`config.mk`:
```
export PLATFORM = sky130hd
export DESIGN_NAME = rx_gain_and_timing_recovery
export DESIGN_NICKNAME = d
export VERILOG_FILES = /design/src/rx_gain_timing_pkg.sv /design/src/interval_timer.sv /design/src/rx_gain_and_timing_recovery.sv
export SDC_FILE = /design/constraint.sdc
export NUM_CORES = 1
export LEC_CHECK = 0
export ABC_AREA = 1
export BUFFER_PORTS_ARGS = -buffer_cell sky130_fd_sc_hd__buf_2
export CAP_MARGIN = 0
export CORE_ASPECT_RATIO = 1.4
export CORE_UTILIZATION = 55
export CTS_CLUSTER_DIAMETER = 60
export DETAILED_ROUTE_END_ITERATION = 8
export GPL_TIMING_DRIVEN = 0
export PLACE_DENSITY = 0.8
export SYNTH_ARGS = -nofsm -noshare
export SYNTH_HDL_FRONTEND = slang
export SYNTH_SLANG_ARGS = --single-unit
```
`constraint.sdc`:
```
create_clock -name clock -period 6.75 [get_ports clock]
set_clock_uncertainty 0.1 [all_clocks]
set_input_delay 1.35 -clock clock [delete_from_list [all_inputs] [get_ports clock]]
set_output_delay 1.35 -clock clock [all_outputs]
set_load 0.01 [all_outputs]
```
`src/rx_gain_timing_pkg.sv`:
```
// Shared constants and carrier types for the receive gain and timing block
package rx_gain_timing_pkg;
  // Attenuation stepping
  localparam int STEP_DB = 6;          // dB per attenuation step
  localparam int MAX_ATTEN_DB = 48;    // Ceiling on total attenuation
  localparam int MAX_STEP = MAX_ATTEN_DB / STEP_DB; // Highest step index
  localparam int STEP_W = 4;           // Step index width
  localparam int DB_W = 6;             // Attenuation in dB width
  // Timer base: both gain intervals are multiples of twelve clocks
  localparam int TICK_CLKS = 12;
  localparam int TMR_W = 20;           // Enough for 12 * 2^15
  localparam int MEAS_EXP_MAX = 15;    // Largest measure exponent
  // Gain loop reset values
  localparam logic [3:0] HIGH_THR_RST = 4'h5;
  localparam logic [3:0] LOW_THR0_RST = 4'h5;
  localparam logic [3:0] LOW_THR1_RST = 4'h4;
  localparam logic [7:0] LOW_SEL_RST = 8'h10;
  localparam logic [3:0] MEAS_EXP_RST = 4'h2;
  localparam logic [5:0] HOLD_CNT_RST = 6'h0c;
  // Timing loop reset values
  localparam logic [2:0] PGAIN_FAST_RST = 3'h1;
  localparam logic [2:0] PGAIN_SLOW_RST = 3'h2;
  localparam logic [3:0] IGAIN_FAST_RST = 4'h8;
  localparam logic [3:0] IGAIN_SLOW_RST = 4'ha;
  localparam logic [7:0] PWR_THR_RST = 8'h00;
  // Channel filter word limits
  localparam logic [3:0] BW_MANT_MAX = 4'h8;
  localparam logic [3:0] BW_EXP_MAX = 4'h9;
  // Intermediate frequency offset word reset
  localparam logic [7:0] IF_WORD_RST = 8'h00;
  localparam int PHASE_W = 16;         // Bit-timing accumulator width

  // Gain loop state
  typedef enum logic [1:0] {
    GAIN_IDLE = 2'b00,
    GAIN_HOLD = 2'b01,
    GAIN_MEAS = 2'b10
  } gain_state_t;

  // Gain loop settings (ceiling, floors, selection, timers)
  typedef struct packed {
    logic enable;
    logic freeze_on_sync;
    logic [3:0] high_thr;
    logic [3:0] low_thr0;
    logic [3:0] low_thr1;
    logic [7:0] low_sel;
    logic [3:0] meas_exp;
    logic [5:0] hold_count;
  } gain_cfg_t;

  // Timing loop settings
  typedef struct packed {
    logic loop_order;                  // 0 first order, 1 second order
    logic postfilter_long;
    logic [2:0] prop_gain_presync;
    logic [2:0] prop_gain_postsync;
    logic [3:0] integ_gain_presync;
    logic [3:0] integ_gain_postsync;
    logic [7:0] signal_power_threshold;
  } timing_cfg_t;
endpackage : rx_gain_timing_pkg
```
`src/interval_timer.sv`:
```
// Down-counting interval timer with one-cycle done pulse
`timescale 1ns/1ps
module interval_timer #(
  parameter int W = 20
) (
  input wire logic clock,
  input wire logic arst_n,
  input wire logic start,
  input wire logic [W-1:0] count,
  output logic done,
  output logic busy
);
  logic [W-1:0] cnt_q; // Remaining cycles
  logic run_q;         // Counting

  // Load on start, count down, pulse done at the last cycle
  always_ff @(posedge clock or negedge arst_n) begin
    if (!arst_n) begin
      cnt_q <= '0;
      run_q <= 1'b0;
      done <= 1'b0;
    end else begin
      done <= 1'b0;
      if (start) begin
        // A zero count finishes on the next edge
        cnt_q <= (count == '0) ? '0 : count - 1'b1;
        run_q <= 1'b1;
      end else if (run_q) begin
        if (cnt_q == '0) begin
          run_q <= 1'b0;
          done <= 1'b1;
        end else begin
          cnt_q <= cnt_q - 1'b1;
        end
      end
    end
  end

  assign busy = run_q;
endmodule : interval_timer

```
`src/rx_gain_and_timing_recovery.sv`:
```
// Receive gain control loop and symbol timing recovery loop
`timescale 1ns/1ps
module rx_gain_and_timing_recovery #(
  parameter int AMP_W = 4,
  parameter int ERR_W = 12
) (
  input wire logic clock,
  input wire logic arst_n,
  input wire rx_gain_timing_pkg::gain_cfg_t gain_cfg,
  input wire logic gain_cfg_wr,
  input wire rx_gain_timing_pkg::timing_cfg_t timing_cfg,
  input wire logic timing_cfg_wr,
  input wire logic [3:0] bw_mantissa,
  input wire logic [3:0] bw_exponent,
  input wire logic [7:0] intermediate_freq_analog_word,
  input wire logic freq_cfg_wr,
  input wire logic [AMP_W-1:0] peak_amplitude,
  input wire logic peak_valid,
  input wire logic sync_detected,
  input wire logic rx_restart,
  input wire logic [7:0] signal_power,
  input wire logic [rx_gain_timing_pkg::PHASE_W-1:0] symbol_rate_incr,
  input wire logic signed [ERR_W-1:0] timing_error,
  input wire logic timing_error_valid,
  output logic [rx_gain_timing_pkg::STEP_W-1:0] atten_step,
  output logic [rx_gain_timing_pkg::DB_W-1:0] atten_db,
  output logic gain_settled,
  output logic gain_frozen,
  output logic timing_active,
  output logic symbol_strobe,
  output logic postfilter_long,
  output logic [7:0] channel_bandwidth_word,
  output logic [7:0] intermediate_freq_word
);
  import rx_gain_timing_pkg::*;

  localparam int SUM_W = PHASE_W + 3; // Room for carry and sign

  gain_cfg_t gcfg_q;              // Latched gain settings
  timing_cfg_t tcfg_q;            // Latched timing settings
  gain_state_t state_q;           // Gain loop state
  logic [STEP_W-1:0] step_q;      // Attenuation step index
  logic sync_seen_q;              // Sync word received this frame
  logic below_q;                  // All samples so far below low
  logic between_q;                // Last sample inside the window
  logic hold_start;               // Kick hold timer
  logic meas_start;               // Kick measure timer
  logic hold_done;
  logic meas_done;
  logic [TMR_W-1:0] hold_cnt;     // Hold interval in clocks
  logic [TMR_W-1:0] meas_cnt;     // Measure interval in clocks
  logic [3:0] low_thr;            // Floor for the current step
  logic over_high;                // Sample above ceiling
  logic under_low;                // Sample below floor
  logic run;                      // Loop allowed to act
  logic signed [SUM_W-1:0] integ_q; // Second order frequency term
  logic [PHASE_W-1:0] phase_q;    // Bit-timing accumulator
  logic signed [SUM_W-1:0] err_ext;
  logic signed [SUM_W-1:0] prop_corr;
  logic signed [SUM_W-1:0] integ_corr;
  logic signed [SUM_W-1:0] phase_sum;
  logic [2:0] kp;                 // Active proportional shift
  logic [3:0] ki;                 // Active integral shift

  // Settings latch, loaded by write strobes, reset to advised values
  always_ff @(posedge clock or negedge arst_n) begin
    if (!arst_n) begin
      gcfg_q <= '{enable: 1'b0, freeze_on_sync: 1'b0, high_thr: HIGH_THR_RST,
                  low_thr0: LOW_THR0_RST, low_thr1: LOW_THR1_RST,
                  low_sel: LOW_SEL_RST, meas_exp: MEAS_EXP_RST,
                  hold_count: HOLD_CNT_RST};
    end else if (gain_cfg_wr) begin
      gcfg_q <= gain_cfg;
    end
  end

  // Timing settings latch
  always_ff @(posedge clock or negedge arst_n) begin
    if (!arst_n) begin
      tcfg_q <= '{loop_order: 1'b0, postfilter_long: 1'b0,
                  prop_gain_presync: PGAIN_FAST_RST, prop_gain_postsync: PGAIN_SLOW_RST,
                  integ_gain_presync: IGAIN_FAST_RST, integ_gain_postsync: IGAIN_SLOW_RST,
                  signal_power_threshold: PWR_THR_RST};
    end else if (timing_cfg_wr) begin
      tcfg_q <= timing_cfg;
    end
  end

  // Sync seen flag; a sync in the restart cycle still counts
  always_ff @(posedge clock or negedge arst_n) begin
    if (!arst_n) begin
      sync_seen_q <= 1'b0;
    end else if (sync_detected) begin
      sync_seen_q <= 1'b1;
    end else if (rx_restart) begin
      sync_seen_q <= 1'b0;
    end
  end

  // Interval lengths in clocks
  always_comb begin
    hold_cnt = TMR_W'(TICK_CLKS) * TMR_W'(gcfg_q.hold_count);
    meas_cnt = TMR_W'(TICK_CLKS) << gcfg_q.meas_exp;
  end

  // Comparisons against ceiling and per-step floor
  always_comb begin
    // Step eight has no bit of its own and reuses the top one
    if (step_q >= STEP_W'(MAX_STEP)) begin
      low_thr = gcfg_q.low_sel[7] ? gcfg_q.low_thr1 : gcfg_q.low_thr0;
    end else begin
      low_thr = gcfg_q.low_sel[step_q[2:0]] ? gcfg_q.low_thr1 : gcfg_q.low_thr0;
    end
    over_high = peak_valid && (peak_amplitude > AMP_W'(gcfg_q.high_thr));
    under_low = peak_amplitude < AMP_W'(low_thr);
    run = gcfg_q.enable && !(gcfg_q.freeze_on_sync && sync_seen_q);
  end

  interval_timer #(.W(TMR_W)) u_hold_timer (
    .clock(clock),
    .arst_n(arst_n),
    .start(hold_start),
    .count(hold_cnt),
    .done(hold_done),
    .busy()
  );

  interval_timer #(.W(TMR_W)) u_meas_timer (
    .clock(clock),
    .arst_n(arst_n),
    .start(meas_start),
    .count(meas_cnt),
    .done(meas_done),
    .busy()
  );

  // Timer kicks follow the state transitions below
  always_comb begin
    hold_start = 1'b0;
    meas_start = 1'b0;
    case (state_q)
      GAIN_IDLE: begin
        meas_start = run;
      end
      GAIN_HOLD: begin
        // Measuring resumes once the level has settled
        meas_start = run && hold_done;
      end
      GAIN_MEAS: begin
        if (!run) begin
          hold_start = 1'b0;
        end else if (over_high && step_q < STEP_W'(MAX_STEP)) begin
          hold_start = 1'b1;
        end else if (meas_done && below_q && step_q != '0) begin
          hold_start = 1'b1;
        end else if (meas_done) begin
          meas_start = 1'b1;
        end
      end
      default: begin
        hold_start = 1'b0;
      end
    endcase
  end

  // Gain loop state and attenuation step
  always_ff @(posedge clock or negedge arst_n) begin
    if (!arst_n) begin
      state_q <= GAIN_IDLE;
      step_q <= '0;
    end else begin
      case (state_q)
        GAIN_IDLE: begin
          if (run) begin
            state_q <= GAIN_MEAS;
          end
        end
        GAIN_HOLD: begin
          // Hold runs out even if the loop is frozen meanwhile
          if (hold_done) begin
            state_q <= run ? GAIN_MEAS : GAIN_IDLE;
          end
        end
        GAIN_MEAS: begin
          if (!run) begin
            state_q <= GAIN_IDLE;
          end else if (over_high && step_q < STEP_W'(MAX_STEP)) begin
            // Measure time forced to zero on the way up
            step_q <= step_q + 1'b1;
            state_q <= GAIN_HOLD;
          end else if (meas_done && below_q && step_q != '0) begin
            step_q <= step_q - 1'b1;
            state_q <= GAIN_HOLD;
          end
        end
        default: begin
          state_q <= GAIN_IDLE;
        end
      endcase
    end
  end

  // Below-floor tracking across the whole measure interval
  always_ff @(posedge clock or negedge arst_n) begin
    if (!arst_n) begin
      below_q <= 1'b1;
    end else if (meas_start) begin
      below_q <= 1'b1;
    end else if (peak_valid && !under_low) begin
      below_q <= 1'b0;
    end
  end

  // Window status of the latest sample
  always_ff @(posedge clock or negedge arst_n) begin
    if (!arst_n) begin
      between_q <= 1'b0;
    end else if (peak_valid) begin
      between_q <= !over_high && !under_low;
    end
  end

  // Gain outputs
  always_ff @(posedge clock or negedge arst_n) begin
    if (!arst_n) begin
      atten_step <= '0;
      atten_db <= '0;
      gain_settled <= 1'b0;
      gain_frozen <= 1'b0;
    end else begin
      atten_step <= step_q;
      atten_db <= DB_W'(step_q * STEP_DB);
      gain_settled <= between_q && state_q == GAIN_MEAS;
      gain_frozen <= gcfg_q.enable && gcfg_q.freeze_on_sync && sync_seen_q;
    end
  end

  // Gain set chosen by sync state
  always_comb begin
    kp = sync_seen_q ? tcfg_q.prop_gain_postsync : tcfg_q.prop_gain_presync;
    ki = sync_seen_q ? tcfg_q.integ_gain_postsync : tcfg_q.integ_gain_presync;
    err_ext = timing_error_valid ? SUM_W'(timing_error) : '0;
    // Shift grows with the gain value, so small values move faster
    prop_corr = err_ext >>> kp;
    integ_corr = err_ext >>> ki;
    phase_sum = $signed({3'b000, phase_q}) + $signed({3'b000, symbol_rate_incr}) + prop_corr;
    if (tcfg_q.loop_order) begin
      phase_sum = phase_sum + integ_q;
    end
  end

  // Start timing recovery only with enough signal power
  always_ff @(posedge clock or negedge arst_n) begin
    if (!arst_n) begin
      timing_active <= 1'b0;
    end else if (rx_restart) begin
      timing_active <= 1'b0;
    end else if (signal_power > tcfg_q.signal_power_threshold) begin
      timing_active <= 1'b1;
    end
  end

  // Second order integrator, cleared in first order mode
  always_ff @(posedge clock or negedge arst_n) begin
    if (!arst_n) begin
      integ_q <= '0;
    end else if (!timing_active || !tcfg_q.loop_order) begin
      integ_q <= '0;
    end else if (timing_error_valid) begin
      integ_q <= integ_q + integ_corr;
    end
  end

  // Bit-timing accumulator; a wrap marks a symbol instant
  always_ff @(posedge clock or negedge arst_n) begin
    if (!arst_n) begin
      phase_q <= '0;
      symbol_strobe <= 1'b0;
    end else if (!timing_active) begin
      phase_q <= '0;
      symbol_strobe <= 1'b0;
    end else begin
      phase_q <= phase_sum[PHASE_W-1:0];
      // Negative sums only pull the phase back, no strobe
      symbol_strobe <= !phase_sum[SUM_W-1] && (phase_sum[SUM_W-2:PHASE_W] != '0);
    end
  end

  // Channel filter word clamped to legal codes, IF word passed through as written
  always_ff @(posedge clock or negedge arst_n) begin
    if (!arst_n) begin
      channel_bandwidth_word <= '0;
      intermediate_freq_word <= IF_WORD_RST;
    end else if (freq_cfg_wr) begin
      channel_bandwidth_word[7:4] <= (bw_mantissa > BW_MANT_MAX) ? BW_MANT_MAX : bw_mantissa;
      channel_bandwidth_word[3:0] <= (bw_exponent > BW_EXP_MAX) ? BW_EXP_MAX : bw_exponent;
      intermediate_freq_word <= intermediate_freq_analog_word;
    end
  end

  // Post-filter length to the demodulator
  always_ff @(posedge clock or negedge arst_n) begin
    if (!arst_n) begin
      postfilter_long <= 1'b0;
    end else begin
      postfilter_long <= tcfg_q.postfilter_long;
    end
  end
endmodule : rx_gain_and_timing_recovery

```
==> summary.md, run 1 <==
| Metric | Value |
|---|---|
| Run status | `completed` |
| Crit share post-route | `89.9%` |
| Dpl cell area | `0.0145 mm^2` |
| Final instance area | `0.0151 mm^2` |
| Hold Path Origin | `tcfg_q[22]` |
| Int Pwr | `2930 uW` |
| Die width | `134 um` |
| Minimum clock period | `6.07 ns` |
| Synth top area share | `around 30%` |
| Top FF cell, synth | `dfrtp_1` |
| Num CTS Buffers | `17` |
| WP buf/inv | `5` |
| Net Sw Frac | `46.7%` |
| Core Footprint | `0.0239 mm^2` |
| Final TNS setup | `0 ns` |
| Clock Latency Late Sink | `0.45 ns` |
| WL final | `35800 um` |
| RePlAce Congestion | `0.958` |
| TritonCTS clock tree | `built` |
| Wire per inst | `15.4 um` |
| Register Area | `around 0.0043 mm^2` |
| CP peak stage delay | `0.48 ns` |
| Synth Area per Inst | `7.28 um^2` |
| Leak | `0.00767 uW` |
| Clock sink count | `173` |
| Initial antenna violation count | `0` |
| Final count of negative-setup-slack endpoints | `0` |
| DP HPWL | `28100 um` |
| P per Cell Area | `364 mW/mm^2` |
| Sequential share of the synthesized area | `32.6%` |
| Post-DR vias/cell | `5.59` |
| Slowest cell on crit path | `buf_2` |
| I/O Pins | `152` |
| Post-synthesis cell count | `about 1800` |
| EDFF count, synth | `0` |
| Vias in the first global route | `approximately 13000` |
| Asr flop ratio synth | `between 90% and 100%` |
| Post-synthesis sequential element count | `173` |
| First-pass GRT wire length | `59400 um` |
| Row cnt | `67` |
| Worst min-delay path category | `register to register` |
| Synth warn | `0` |
| Antenna diode count | `0` |
| Distinct cells, synth | `63` |
| Multi-input logic area | `0.00795 mm^2` |
| RSZ-0062 raised after global routing | `no` |
| Gr usage total | `30.1%` |
| Mapped Area | `0.0133 mm^2` |
| F_max | `165 MHz` |
| Initial DRC Count | `768` |
| CP endpoint kind | `register` |
| Clock network fraction of design power | `19.0%` |
| Least-Margin Pin Slew | `0.715 ns` |
| Worst-path clk slew | `roughly 0.070 ns` |
| Largest net degree at the start of global routing | `94` |
| Critical path arrival | `6.35 ns` |
| WS Path Type | `primary input to register` |
| Gr ovfl total | `0` |
| Clock tree buffer depth | `2` |
| Worst path top cell family by delay | `simple AND/OR/NAND/NOR gates` |
| Worst r2r src | `sync_seen_q` |
| Max_cap viols | `0` |
| Synth area leaders | `dfrtp_1 30%, nand2_1 12%, ha_1 10%` |
| Logic gate share of total power | `a little over half` |
| P_sw | `2570 uW` |
| WP data required | `~7.0 ns` |
| # hold bufs at CTS | `0` |
| Antenna Nets Post-Route | `0` |
| Starting Density | `55.8%` |
| Seq pwr share | `26.6%` |
| Crit-path max FO | `23` |
| Most frequent CP cell | `nand2_1` |
| Peak VDD IR | `0.000220 V` |
| Hold Violations, Final | `0` |
| Vert. Die Dim | `186 um` |
| Syn nets | `2068` |
| Max-Slew Margin vs Limit | `52.3%` |
| Fin nets | `about 2200` |
| Syn-to-layout area delta | `13.3%` |
| DRC violations left | `0` |
| Number of fill cells in the layout | `between 2000 and 2500` |
| Cell taking the most area after synthesis | `dfrtp_1` |
| Clock root cell | `clkbuf_16` |
| Critical Path Source | `timing_error_valid` |
| Number of port buffers | `between 100 and 150` |
| Via count | `13000` |
| H-tree levels | `4` |
| Die Area | `between 0.02 and 0.025 mm^2` |
| Layout cells sized above 1 | `14.0%` |
| Worst setup SP type | `primary input` |
| Resize count post-CTS | `0` |
| Post-CTS Setup Repair Bufs | `0` |
| Drt first pass iters | `5` |
| Max Transition Viols Final | `0` |
## through the flow
step           utilization [%]  std cells  setup WS, ns  hold WS (ns)  total power (uW)
2_1_floorplan                -       1833          1.40         0.250              3680
3_3_place_gp              60.5       2291         0.458         0.259              4340
3_5_place_dp              60.7       2292         0.318         0.275              4420
4_1_cts                   63.3       2324         0.754         0.291              5490
5_1_grt                   63.3       2324         0.340         0.301              5950
6_report                  63.3       2324         0.679         0.291              5500
## layer usage
layer | vias to the layer above | global-route usage [%] | wire, um
met2 | 379 | 57.3 | 18900
met3 | 105 | 4.12 | 1390
met5 | - | 0 | 0
li1 | 6461 | - | -
met4 | 0 | 17.3 | 1690
met1 | 6043 | 31.5 | 13800
## kinds of logic after synthesis
kind of cell / after synthesis / synth area share [%]
and+or+nand+nor: 769 / 24.5
xor gates and xnor gates: 73 / 4.79
DFF: 173 / 32.6
adders and majority gates: 114 / 11.1
other: 1 / 0.0281
buffers and inverters: 257 / 7.78
AOI/OAI and AO/OA: 434 / 18.2
muxes: 12 / 1.01
## flip-flops by register name, indices dropped and copies added, names as in the netlist, 2 cells and up
name                    flops
integ_q                    19
atten_step                  4
intermediate_freq_word      8
gcfg_q                     32
u_meas_timer.cnt_q         20
atten_db                    4
tcfg_q                     24
channel_bandwidth_word      8
state_q                     2
phase_q                    16
step_q                      4
u_hold_timer.cnt_q         20
## placed cells by master, fill, tap and decap left out, types with 9 or more instances in the layout
master,synthesis,routed
nor2_1,171,171
buf_2,10,157
xnor2_1,24,24
clkbuf_16,0,17
a21oi_1,134,134
dfstp_2,15,15
xor2_1,49,49
nor3_1,26,26
o21ai_0,173,173
a21o_1,9,9
inv_1,190,190
ha_1,107,107
o21ai_1,38,38
clkbuf_1,24,25
nand3_1,94,94
mux2_2,12,12
nand2_1,417,417
a22oi_1,9,9
a31oi_1,10,10
inv_2,20,20
nand4_1,19,19
dfrtp_1,158,158
## worst paths after layout
path | slack, ns | endpoint | depth (start not counted)
setup / recovery | 0.68 | symbol_strobe | 31
hold / removal | 0.29 | postfilter_long | 0
setup reg to reg | 1.29 | symbol_strobe | 30
hold reg to reg | 0.29 | postfilter_long | 0
max in group asynchronous | 4.83 | tcfg_q[17] | 2
min in group asynchronous | 0.84 | gcfg_q[0] | 1
## cells in the mapped netlist, drive strengths merged (3+ instances only)
cell	n
nand3	95
o21a	7
o21bai	7
o211ai	6
nand3b	3
nand2	420
or2	4
a22oi	9
nor3b	4
a21o	9
o22ai	4
nand4	20
a22o	6
xor2	49
xnor2	24
and3	6
inv	211
mux2	12
o21ai	215
dfstp	15
nor4	5
ha	107
buf	21
o2111ai	4
o31ai	4
dfrtp	158
nor3	28
a21boi	3
a31oi	11
a21oi	136
fa	7
a211oi	4
nor2	182
clkbuf	24
## power by group through the flow
| stage | logic, uW | clock network, uW | registers [uW] |
|---|---|---|---|
| after detailed placement | 2940 | 0 | 1480 |
| after floorplan | 2230 | 0 | 1450 |
| final | 2990 | 1050 | 1460 |
| after global placement | 2880 | 0 | 1470 |
| after CTS | 2970 | 1060 | 1460 |
| after global routing | 3360 | 1100 | 1490 |
## area by class of cell
class,count,share of cell area (%)
Timing Repair Buffer,149,5.15
Clock inverter,14,1.18
Clock buffer,18,2.84
Inverter,212,5.29
Tap cell,310,2.57
Sequential cell,173,28.8
Buffer,45,1.57
Multi-Input combinational cell,1403,52.6
Power figures use the tool's default switching activity.
==> run 2, diff against run 1 <==
--- a/config.mk
+++ b/config.mk
@@ -8,12 +8,13 @@
 export ABC_AREA = 1
 export BUFFER_PORTS_ARGS = -buffer_cell sky130_fd_sc_hd__buf_2
 export CAP_MARGIN = 0
+export CELL_PAD_IN_SITES_DETAIL_PLACEMENT = 0
+export CELL_PAD_IN_SITES_GLOBAL_PLACEMENT = 1
 export CORE_ASPECT_RATIO = 1.4
-export CORE_UTILIZATION = 55
-export CTS_CLUSTER_DIAMETER = 60
+export CORE_UTILIZATION = 47
 export DETAILED_ROUTE_END_ITERATION = 8
 export GPL_TIMING_DRIVEN = 0
-export PLACE_DENSITY = 0.8
+export PLACE_DENSITY = 0.91
 export SYNTH_ARGS = -nofsm -noshare
 export SYNTH_HDL_FRONTEND = slang
 export SYNTH_SLANG_ARGS = --single-unit
==> summary.md, run 2 (synthesis gave the netlist of run 1 again) <==
| Metric | Value |
|---|---|
| Run status | `completed` |
| Fin Hold WS | `0.283 ns` |
| Commonest cells after routing, fill and taps aside | `417 x nand2_1, 190 x inv_1, 173 x o21ai_0` |
| Number of port buffers | `148` |
| Drt first pass iters | `5` |
| CP peak stage delay | `0.48 ns` |
| Slowest cell on crit path | `buf_2` |
| TritonCTS clock tree | `built` |
| DP HPWL | `29200 um` |
| Worst-path clk slew | `0.07 ns` |
| Worst R2R Setup Slack | `1.34 ns` |
| Hold Violations, Final | `0` |
| Clock network fraction of design power | `18.2%` |
| Resize count post-CTS | `0` |
| Peak VDD IR | `0.000212 V` |
| Gr usage total | `26.2%` |
| Max_cap viols | `0` |
| Int Pwr | `2870 uW` |
| Post-CTS Setup Repair Bufs | `0` |
| Commonest non-fill, non-tap cell in the layout | `nand2_1` |
| Core Footprint | `~0.028 mm^2` |
| Wire per inst | `15.4 um` |
| Clock tree buffer depth | `2` |
| Vert. Die Dim | `201 um` |
| Reg-to-reg endpoint | `symbol_strobe` |
| Clock Latency Late Sink | `0.45 ns` |
| H-tree levels | `4` |
| Final instance area | `roughly 0.015 mm^2` |
| Final count of negative-setup-slack endpoints | `0` |
| Num CTS Buffers | `17` |
| Row cnt | `72` |
| Multi-input logic area | `0.00795 mm^2` |
| Clock sink count | `173` |
| Dpl cell area | `0.0146 mm^2` |
| R2R depth | `32` |
| Critical path arrival | `6.28 ns` |
| Pwr Total | `5430 uW` |
| Leak | `0.00766 uW` |
| P_sw | `2560 uW` |
| Least-Margin Pin Slew | `0.737 ns` |
| Max-Slew Margin vs Limit | `a little over 50%` |
| Number of fill cells in the layout | `2835` |
| Gr ovfl total | `0` |
| Biggest registers after layout | `gcfg_q: 32 flops, tcfg_q: 24 flops` |
| F_max | `approximately 170 MHz` |
| Worst setup SP type | `primary input` |
| WS Path Type | `primary input to register` |
| Die width | `approximately 140 um` |
| Worst min-delay path category | `register to register` |
| RSZ-0062 raised after global routing | `no` |
| Initial antenna violation count | `1` |
| Clock root cell | `clkbuf_16` |
| Crit-path max FO | `23` |
| I/O Pins | `152` |
| Crit share post-route | `between 80% and 90%` |
| Syn-to-layout area delta | `13.7%` |
| Most frequent CP cell | `nand2_1` |
| Max Transition Viols Final | `0` |
| Vias in the first global route | `12700` |
| Die Area | `0.0291 mm^2` |
| Largest register FFs | `32` |
| # hold bufs at CTS | `0` |
| Antenna Nets Post-Route | `0` |
| Hold Path Origin | `tcfg_q[22]` |
| DRC violations left | `0` |
| Minimum clock period | `6.01 ns` |
| Starting Density | `48.1%` |
| Worst r2r src | `sync_seen_q` |
| Hold EP | `postfilter_long` |
| First-pass GRT wire length | `approximately 60000 um` |
| Seq pwr share | `27.0%` |
| Via count | `12800` |
| Util after Layout | `54.6%` |
| Net Sw Frac | `a little under half` |
| Hold Path Cell Cnt | `0` |
| Post-DR vias/cell | `5.37` |
| RePlAce Congestion | `0.925` |
| Largest net degree at the start of global routing | `90` |
| WL final | `around 37000 um` |
| Initial DRC Count | `685` |
| Fin nets | `2236` |
| Layout cells sized above 1 | `13.9%` |
| CP endpoint kind | `register` |
| P per Cell Area | `358 mW/mm^2` |
| Logic gate share of total power | `54.8%` |
| WP data required | `7.02 ns` |
| Final TNS setup | `0 ns` |
| Register Area | `0.00435 mm^2` |
| Reg with most FFs | `gcfg_q` |
[run 2: final cells by class]
class / instances / share of cell area [%]
Clock buffer: 20 / 2.95
Multi-Input combinational cell: 1403 / 52.5
Sequential cell: 173 / 28.7
Tap cell: 370 / 3.05
Timing Repair Buffer: 149 / 5.13
Buffer: 45 / 1.57
Clock inverter: 12 / 0.867
Antenna cell: 1 / 0.0165
Inverter: 212 / 5.27
[run 2: critical path: cells and delay by family]
family                   cells  cell delay, ns
buffers and inverters        4            0.81
adder cells (fa/ha/maj)      2            0.73
AND/OR/NAND/NOR             16            1.71
AO/OA/AOI/OAI                6            1.52
XOR/XNOR                     1            0.16
[run 2: through the flow]
| step | std cells | worst slack, ns |
|---|---|---|
| after detailed placement | 2352 | 0.314 |
| after CTS | 2384 | 0.757 |
| after floorplan | 1833 | 1.40 |
| after global placement | 2351 | 0.329 |
| final | 2385 | 0.743 |
| after global routing | 2385 | 0.240 |
[run 2: metal layers]
metal  global-route usage, %  vias to the layer above  share of wire (%)  routed length (um)
met5                       0                        -                  0                   0
met4                    11.4                        0                3.5                1280
met3                    2.93                       64                2.5                 924
met2                    50.1                      261                 55               20000
met1                    28.2                     6032                 39               14500
li1                        -                     6461                  -                   -
[run 2: worst max-delay path by stage]
stage,from,to,slack (ns),depth (start not counted)
3_3_place_gp,timing_error_valid,symbol_strobe,0.33,31
4_1_cts,timing_error_valid,symbol_strobe,0.76,31
2_1_floorplan,symbol_rate_incr[0],symbol_strobe,1.40,28
6_report,timing_error_valid,symbol_strobe,0.74,29
3_5_place_dp,timing_error_valid,symbol_strobe,0.31,31
5_1_grt,timing_error_valid,symbol_strobe,0.24,31
[run 2: power by group through the flow]
| stage | Combinational (uW) | Clock (uW) | Sequential [uW] |
|---|---|---|---|
| finish | 2970 | 990 | 1460 |
| global route | 3360 | 1050 | 1490 |
| CTS | 2970 | 1010 | 1460 |
| detailed placement | 2930 | 0 | 1480 |
| global placement | 2880 | 0 | 1470 |
| floorplan | 2230 | 0 | 1450 |
